<file path="config.mk">
export PLATFORM = sky130hd
export DESIGN_NAME = pesm_port
export DESIGN_NICKNAME = d
export VERILOG_FILES = /design/src/inc/pesm_pkg.sv /design/src/hdl/pesm_port.sv /design/src/hdl/pesm_route.sv
export SDC_FILE = /design/constraint.sdc
export NUM_CORES = 1
export LEC_CHECK = 0
export CAP_MARGIN = 20
export CORE_UTILIZATION = 30
export CTS_CLUSTER_SIZE = 16
export DETAILED_ROUTE_END_ITERATION = 8
export DONT_BUFFER_PORTS = 1
export PLACE_DENSITY = 0.47
export SETUP_SLACK_MARGIN = 0.3
export SYNTH_ARGS = -nofsm -noshare
export SYNTH_HDL_FRONTEND = slang
export SYNTH_HIERARCHICAL = 1
export SYNTH_SLANG_ARGS = --single-unit
</file>
<file path="constraint.sdc">
create_clock -name clk -period 2.3 [get_ports clk]
set_input_delay 0.115 -clock clk [delete_from_list [all_inputs] [get_ports clk]]
set_output_delay 0.115 -clock clk [all_outputs]
set_load 0.03 [all_outputs]
</file>
<file path="src/inc/pesm_pkg.sv">
/*
  Constants for the error steering and detection mask block: register
  offsets, writable-bit layouts, field positions and reset values.
  Assumes a configuration access path that presents 12-bit byte offsets.
*/
package pesm_pkg;

  // ----------------------------------------------------------------------
  // Register offsets in configuration space
  // ----------------------------------------------------------------------
  localparam logic [11:0] PESM_OFS_STEER = 12'h144;
  localparam logic [11:0] PESM_OFS_MASK  = 12'h148;

  // ----------------------------------------------------------------------
  // Steering register fields
  // ----------------------------------------------------------------------
  localparam int PESM_FAT_LSB = 6;
  localparam int PESM_NF_LSB  = 4;
  localparam int PESM_COR_LSB = 2;
  localparam int PESM_UR_LSB  = 0;
  localparam logic [31:0] PESM_STEER_WMASK = 32'h0000_00FF;

  // Route codes: three error pins, then the machine-check signal
  localparam logic [1:0] PESM_ROUTE_PIN0 = 2'h0;
  localparam logic [1:0] PESM_ROUTE_PIN1 = 2'h1;
  localparam logic [1:0] PESM_ROUTE_PIN2 = 2'h2;
  localparam logic [1:0] PESM_ROUTE_MCE  = 2'h3;

  // ----------------------------------------------------------------------
  // Uncorrectable mask bit positions
  // ----------------------------------------------------------------------
  localparam int PESM_MSK_LINK_RST  = 21;
  localparam int PESM_MSK_UR        = 20;
  localparam int PESM_MSK_MALFORMED = 18;
  localparam int PESM_MSK_RX_OVF    = 17;
  localparam int PESM_MSK_UNEXP_CPL = 16;
  localparam int PESM_MSK_CPL_ABORT = 15;
  localparam int PESM_MSK_CPL_TMO   = 14;
  localparam int PESM_MSK_FC_PROT   = 13;
  localparam int PESM_MSK_POISONED  = 12;
  localparam int PESM_MSK_SURPRISE  = 5;
  localparam int PESM_MSK_DL_PROT   = 4;
  localparam int PESM_MSK_TRAINING  = 0;

  // Writable bits of each mask layout; all others are reserved
  localparam logic [31:0] PESM_LINK_WMASK = 32'h0037_F011;
  localparam logic [31:0] PESM_ROOT_WMASK = 32'h0017_F031;

  // ----------------------------------------------------------------------
  // Widths and reset values
  // ----------------------------------------------------------------------
  localparam int          PESM_UNC_W     = 22;
  localparam logic [31:0] PESM_RST_STEER = 32'h0000_0000;
  localparam logic [31:0] PESM_RST_MASK  = 32'h0000_0000;
  localparam logic [31:0] PESM_ZERO32    = 32'h0000_0000;

endpackage : pesm_pkg
</file>
<file path="src/hdl/pesm_port.sv">
/*
  Per-port error steering and uncorrectable detection mask, with sticky
  logs that gather every unmasked fatal and non-fatal error.
  Assumes error events and their severity arrive as one-cycle pulses from
  logic on the same clock, and configuration accesses as single-cycle
  strobes. LINK_PORT selects the south-bridge link mask layout.
*/
`timescale 1ns/10ps
`default_nettype none

module pesm_port #(
  parameter bit LINK_PORT = 1'b0
) (
  // Clock and reset
  input  wire logic        clk,
  input  wire logic        rst,
  // Configuration access
  input  wire logic        cfg_wr,
  input  wire logic        cfg_rd,
  input  wire logic [11:0] cfg_addr,
  input  wire logic [3:0]  cfg_be,
  input  wire logic [31:0] cfg_wdata,
  output logic      [31:0] cfg_rdata,
  // Error events
  input  wire logic [21:0] unc_err_in,
  input  wire logic [21:0] uncorrectable_severity_select,
  input  wire logic        corr_err_in,
  input  wire logic        ur_legacy_in,
  input  wire logic        ur_report_en,
  // Error signalling
  output logic      [2:0]  err_pin_out,
  output logic             machine_check_out,
  // Sticky error logs and their write-one clears
  input  wire logic [21:0] fat_log_clr,
  input  wire logic [21:0] nf_log_clr,
  output logic      [21:0] fat_log,
  output logic      [21:0] nf_log
);

  // ----------------------------------------------------------------------
  // Declarations
  // ----------------------------------------------------------------------
  localparam logic [31:0] WMASK = LINK_PORT ? pesm_pkg::PESM_LINK_WMASK
                                            : pesm_pkg::PESM_ROOT_WMASK;
  logic [31:0] steer_reg;
  logic [31:0] mask_reg;
  logic [31:0] next_steer_reg;
  logic [31:0] next_mask_reg;
  logic [31:0] next_cfg_rdata;
  logic [21:0] unc_live;
  logic [21:0] fat_hit;
  logic [21:0] nf_hit;
  logic        ur_live;
  logic [3:0]  route;
  logic [2:0]  next_err_pin_out;
  logic        next_machine_check_out;
  logic [21:0] next_fat_log;
  logic [21:0] next_nf_log;

  // Byte-enable merge of a write into the writable bits only
  function automatic logic [31:0] pesm_merge(input logic [31:0] cur, input logic [31:0] wd,
                                             input logic [3:0] be, input logic [31:0] wm);
    logic [31:0] bm;
    bm = {{8{be[3]}}, {8{be[2]}}, {8{be[1]}}, {8{be[0]}}} & wm;
    pesm_merge = (cur & ~bm) | (wd & bm);
  endfunction : pesm_merge

  // ----------------------------------------------------------------------
  // Register file
  // ----------------------------------------------------------------------
  // Reads answer one cycle after the strobe; unmapped offsets read zero
  always_comb begin
    next_steer_reg = steer_reg;
    next_mask_reg  = mask_reg;
    next_cfg_rdata = pesm_pkg::PESM_ZERO32;
    if (cfg_wr && cfg_addr == pesm_pkg::PESM_OFS_STEER) begin
      next_steer_reg = pesm_merge(steer_reg, cfg_wdata, cfg_be, pesm_pkg::PESM_STEER_WMASK);
    end else if (cfg_wr && cfg_addr == pesm_pkg::PESM_OFS_MASK) begin
      next_mask_reg = pesm_merge(mask_reg, cfg_wdata, cfg_be, WMASK);
    end
    if (cfg_rd && cfg_addr == pesm_pkg::PESM_OFS_STEER) begin
      next_cfg_rdata = steer_reg;
    end else if (cfg_rd && cfg_addr == pesm_pkg::PESM_OFS_MASK) begin
      next_cfg_rdata = mask_reg;
    end
  end

  always_ff @(posedge clk) begin
    if (rst) begin
      steer_reg <= pesm_pkg::PESM_RST_STEER;
      mask_reg  <= pesm_pkg::PESM_RST_MASK;
      cfg_rdata <= pesm_pkg::PESM_ZERO32;
    end else begin
      steer_reg <= next_steer_reg;
      mask_reg  <= next_mask_reg;
      cfg_rdata <= next_cfg_rdata;
    end
  end

  // ----------------------------------------------------------------------
  // Detection and classification
  // ----------------------------------------------------------------------
  // masked errors dropped here
  // Reserved positions never raise an event, so a stray input is inert.
  // Bit 0 (training) is stored but its effect is unspecified for software.
  // per-bit blocking
  assign unc_live = unc_err_in & ~mask_reg[21:0] & WMASK[21:0];
  assign fat_hit  = unc_live & uncorrectable_severity_select;
  assign nf_hit   = unc_live & ~uncorrectable_severity_select;
  assign ur_live  = ur_legacy_in & ur_report_en & ~mask_reg[pesm_pkg::PESM_MSK_UR];

  pesm_route u_route (
    .fat_ev (|fat_hit),
    .nf_ev  (|nf_hit),
    .cor_ev (corr_err_in),
    .ur_ev  (ur_live),
    .steer  (steer_reg[7:0]),
    .route  (route)
  );

  // ----------------------------------------------------------------------
  // Signalling and logs
  // ----------------------------------------------------------------------
  // Pins pulse one cycle after the event; a log set beats a same-cycle clear
  always_comb begin
    next_err_pin_out       = route[2:0];
    next_machine_check_out = route[3];
    next_fat_log = (fat_log & ~fat_log_clr) | fat_hit;
    next_nf_log  = (nf_log & ~nf_log_clr) | nf_hit;
  end

  always_ff @(posedge clk) begin
    if (rst) begin
      err_pin_out       <= 3'h0;
      machine_check_out <= 1'h0;
      fat_log           <= 22'h0;
      nf_log            <= 22'h0;
    end else begin
      err_pin_out       <= next_err_pin_out;
      machine_check_out <= next_machine_check_out;
      fat_log           <= next_fat_log;
      nf_log            <= next_nf_log;
    end
  end
endmodule : pesm_port

`default_nettype wire

</file>
<file path="src/hdl/pesm_route.sv">
/*
  Steering decoder: turns four class events and the steering register
  into requests on three error pins and machine-check, one-hot per class.
  Purely combinational; the caller registers the result.
*/
`timescale 1ns/10ps
`default_nettype none

module pesm_route (
  // Class events
  input  wire logic       fat_ev,
  input  wire logic       nf_ev,
  input  wire logic       cor_ev,
  input  wire logic       ur_ev,
  // Steering register contents
  input  wire logic [7:0] steer,
  // Requests: bits 2:0 error pins, bit 3 machine-check
  output logic      [3:0] route
);

  // ----------------------------------------------------------------------
  // Decoding
  // ----------------------------------------------------------------------
  function automatic logic [3:0] pesm_onehot(input logic ev, input logic [1:0] sel);
    pesm_onehot = ev ? (4'h1 << sel) : 4'h0;
  endfunction : pesm_onehot

  // Classes may fire together; the pins simply merge
  always_comb begin
    route = pesm_onehot(fat_ev, steer[pesm_pkg::PESM_FAT_LSB +: 2]);
    route = route | pesm_onehot(nf_ev, steer[pesm_pkg::PESM_NF_LSB +: 2]);
    route = route | pesm_onehot(cor_ev, steer[pesm_pkg::PESM_COR_LSB +: 2]);
    route = route | pesm_onehot(ur_ev, steer[pesm_pkg::PESM_UR_LSB +: 2]);
  end

endmodule : pesm_route

`default_nettype wire

</file>
# Word-level counts from Yosys, hierarchy flattened

Cells that the tools add are included.

Equal/unequal tests: 2
Shift operators: 4
Multiplexer cells: 6
Bitwise operators: 26
Reduce and logical (&&, ||, !) cells: 7

Operators by type and width:

| operator                                                               | count |
|---|---|
| 22-bit NOT                                                             | 3 |
| 32-bit AND                                                             | 2 |
| 32-bit 2-to-1 mux                                                      | 2 |
| 32-bit bitwise OR                                                      | 2 |
| 21-bit by 22-bit AND with 22-bit output                                | 2 |
| 22-bit AND                                                             | 2 |
| 22-bit bitwise OR                                                      | 2 |
| 22-bit OR reduction                                                    | 2 |
| 32-bit by 21-bit AND with 32-bit output                                | 1 |
| 32-bit by 8-bit AND with 32-bit output                                 | 1 |
| 21-bit NOT with 32-bit output                                          | 1 |
| 8-bit NOT with 32-bit output                                           | 1 |
| 12-bit by 9-bit equality test with 1-bit output, second input constant | 2 |
| 21-bit AND                                                             | 1 |
| 21-bit NOT                                                             | 1 |
| 4-bit 2-to-1 mux                                                       | 4 |
| 1-bit by 2-bit left shift with 4-bit output, first input constant      | 4 |
| 4-bit bitwise OR                                                       | 3 |
| 1-bit logical AND                                                      | 4 |
| 1-bit AND                                                              | 2 |
| 1-bit NOT                                                              | 2 |
| 2-bit AND reduction                                                    | 1 |

Flip-flop bits (word level): 144
Input port bits: 143
Output and inout bits: 80
Word-level logic and storage cells: 52

# Depth between registers and ports, before layout

Word-level depth: 8
Depth in mapped cells: 6
Gate-level depth less buffers: 6

# Modules after synthesis

The synthesis kept the hierarchy.

Modules (own cells, without submodules):

| module     | instances | cells each | area an instance (µm²) |
|---|---|---|---|
| pesm_port  | 1         | 312        | 3245.6 |
| pesm_route | 1         | 20         | 135.1 |

# Least setup slack after synthesis

OpenSTA, ideal clock, no wires.

Path kind: flip-flop to flip-flop
Start point: reg with a tool-made name
End point: reg err_pin_out[0]
Arrival: 1676 ps
Required time: 2172 ps
Path slack: 497 ps
Cell stages (with the launch flop): 7
Path buffers: 0
Cells stage by stage: dfxtp_1 nand3b_1 nand4_1 or3_1 nor3b_1 or4_1 nor2b_1

RTL lines:

| item                 | line             | RTL |
|---|---|---|
| end signal, assigned | pesm_port.sv:139 | `err_pin_out <= next_err_pin_out;` |
| end, declared        | pesm_port.sv:31  | `output logic [2:0] err_pin_out,` |

==> results.md <==
- Mapped Cells: 332
- Remaining Overflow, GRT: 0
- Peak VDD IR: 0.271 mV
- Post-synthesis adder-cell area fraction: 0%
- Die Y: 108 um
- Final Setup Violations: 0
- Crit path capture: err_pin_out[0]
- CTS tree: built
- Xor and xnor area share after synthesis: 0%
- Post-synthesis mux area share: 5.63%
- Status: completed
- Hpwl dp: 5960 um
- Fin crit period: 1900 ps
- Crit path DAT: around 2200 ps
- # IOs: 223
- Yosys warning count: 6
- Initial antenna violation count: 0
- Area leader, netlist: dfxtp_1
- DP Area: ~3500 um2
- Total CTS buffers: 9
- Pin count of the biggest net entering global routing: 47
- Reg2Reg Depth: 6
- Mapped Area: 3380 um2
- DRC viols: 0
- DR iter-0 viols: 87
- Max layer used: met4
- Met3 WL: about 680 um
- PortBufs: 0
- Synth Flop Type: dfxtp_1
- FMAX: ~530 MHz
- Count of cell types in the netlist: 32
- Clock Tree Root: clkbuf_8
- RSZ-0062 raised after global routing: false
- CP Launch Type: register
- TNS Setup: 0 ps
- CP Max Fanout: 4
- Core area: 10,900 um2
- Largest family of logic cells by synthesized area: simple AND/OR/NAND/NOR gates
- Tcrit/Tclk final: 82.8%
- CP Capture Type: register
- Routability congestion estimate: between 0.7 and 0.8
- Layout cells sized above 1: 10.9%
- R2R Setup Slk: 400 ps
- Synthesized flop and latch total: 83
- Post-synthesis compound-gate area fraction: under 10%
- Vias: 2,623
- DR WL met2: 4800 um
- Post-synthesis sequential area ratio: 49.1%
- Die Span X: 108 um
- Layout area overhead: 35.8%
- Ant diodes: 0
- Wire per inst: 16.3 um
- Metal-1 WL: 3620 um
- Vias in the first global route: 2,684
- Via density: 4.67
- Cell Rows: 38
- Clock buffer depth: 2
- CTS Sinks: 83
- Remaining antenna violation count: 0
- Finished Cell Area: approximately 4600 um2
- Hold WC Path Type: input pin to register
- Synth cell count leaders: 83 x dfxtp_1, 46 x nand2b_1, 37 x nor3b_1
- Worst Path Required: 2540 ps
- Simple-Gate Fraction of Synth Area: about a third
- Worst Tran Pin Value: 595 ps
- Die area: 11,700 um2
- Synth top area cells: dfxtp_1 49%, nand2b_1 8.5%, nor3b_1 8.2%
- Synth Area per Inst: 10.2 um2
- Critical path class: register to register
- Top-count cell post-synth: dfxtp_1
- Share of the synthesized area in the top cell type: 49.1%
- Initial DRT Pass Iterations: 4
- Async SR Flop Fraction: 0%
- Worst-Skew Late Latency: 350 ps
- Max-cap viol count: 0
- Count of final max-slew check failures: 0
- EDFF count, synth: 0
- Overall routing resource usage: 16.0%
- First-pass GRT wire length: 13,700 um
- Fin nets: 561
- Setup Skew: 7.63 ps
- Crit Reg-Reg Endpoint: err_pin_out[0]
- Static Leak: 1.81 nW
- Final WL: 9170 um
- Pwr Density: 626 nW/um2
- Final Hold Vio Count: 0
- Clock-pin slew on the worst setup and hold paths: 80 ps
- Starting density of the core: approximately 31%
- Rel. slew slack: between 60% and 70%
- Htree depth: 3
-- cells by family after synthesis --
group	after synthesis
simple gates	163
flops	83
buf+inv	40
compound gates	26
mux	19
other cells	1
-- through the flow --
step / setup slack, ps / util [%] / cells / power, mW / hold slack, ps
2_1_floorplan: 497 / - / 347 / 1.70 / 191
3_3_place_gp: 195 / 31.8 / 461 / 1.68 / 190
3_5_place_dp: 189 / 31.8 / 461 / 1.68 / 192
4_1_cts: 300 / 41.5 / 559 / 2.92 / 17.7
5_1_grt: 299 / 42.2 / 562 / 3.00 / 8.03
6_report: 396 / 42.2 / 562 / 2.87 / 15.9
-- worst min path at each step --
stage / cells past startpoint / end / startpoint / slack (ps)
after floorplan: 1 / fat_log[11] / fat_log_clr[11] / 190
after global placement: 1 / fat_log[1] / fat_log_clr[1] / 190
after detailed placement: 1 / fat_log[8] / fat_log_clr[8] / 190
after CTS: 2 / register / rst / 20
after global routing: 2 / register / rst / 8
final: 2 / register / rst / 20
-- timing repair --
action | CTS | global route
endpoints found under the hold margin | 67 | 0
endpoints found under the setup margin | 1 | 1
pin swaps | 1 | 5
hold buffers | 83 | 0
gates resized for setup | 5 | 15
setup buffers | 0 | 3
-- layout by cell type (no fill, tap or decap), types with 11 or more instances in the layout --
master / count
a21oi_1: 22
mux2i_1: 19
dlygate4sd3_1: 82
nor2_1: 12
nand2b_1: 46
inv_1: 11
nand3b_1: 18
and2_1: 13
nor3b_1: 35
dfxtp_1: 75
conb_1: 16
-- where the power goes --
group / switching (mW) / leakage [nW] / internal (mW)
sequential: 0.0573 / 0.678 / 1.45
clock: 0.521 / 0.106 / 0.605
combinational: 0.112 / 1.03 / 0.124
-- critical path, stage by stage, from the launching register on --
cell	delay, ps
dfxtp_4	370
nor3b_2	60
nor4_2	380
nand3_2	180
nor3b_2	190
or4_1	470
nor2b_2	160
-- routing by layer --
| layer | vias to the layer above | track usage (%) |
|---|---|---|
| met4 | 0 | 5.28 |
| met3 | 6 | 5.24 |
| met1 | 1240 | 18.0 |
| met2 | 101 | 28.2 |
| met5 | - | 0 |
| li1 | 1276 | - |
-- area by class of cell --
class                   count  area [um2]
well taps                 140         175
clock buffers              10         128
fillers                  1047        6300
clock inverters             5        78.8
inverters                  11        41.3
repair buffers             89         886
multi-input cells         224        1600
flip-flops and latches     83        1680
(Power assumes the default switching activity.)
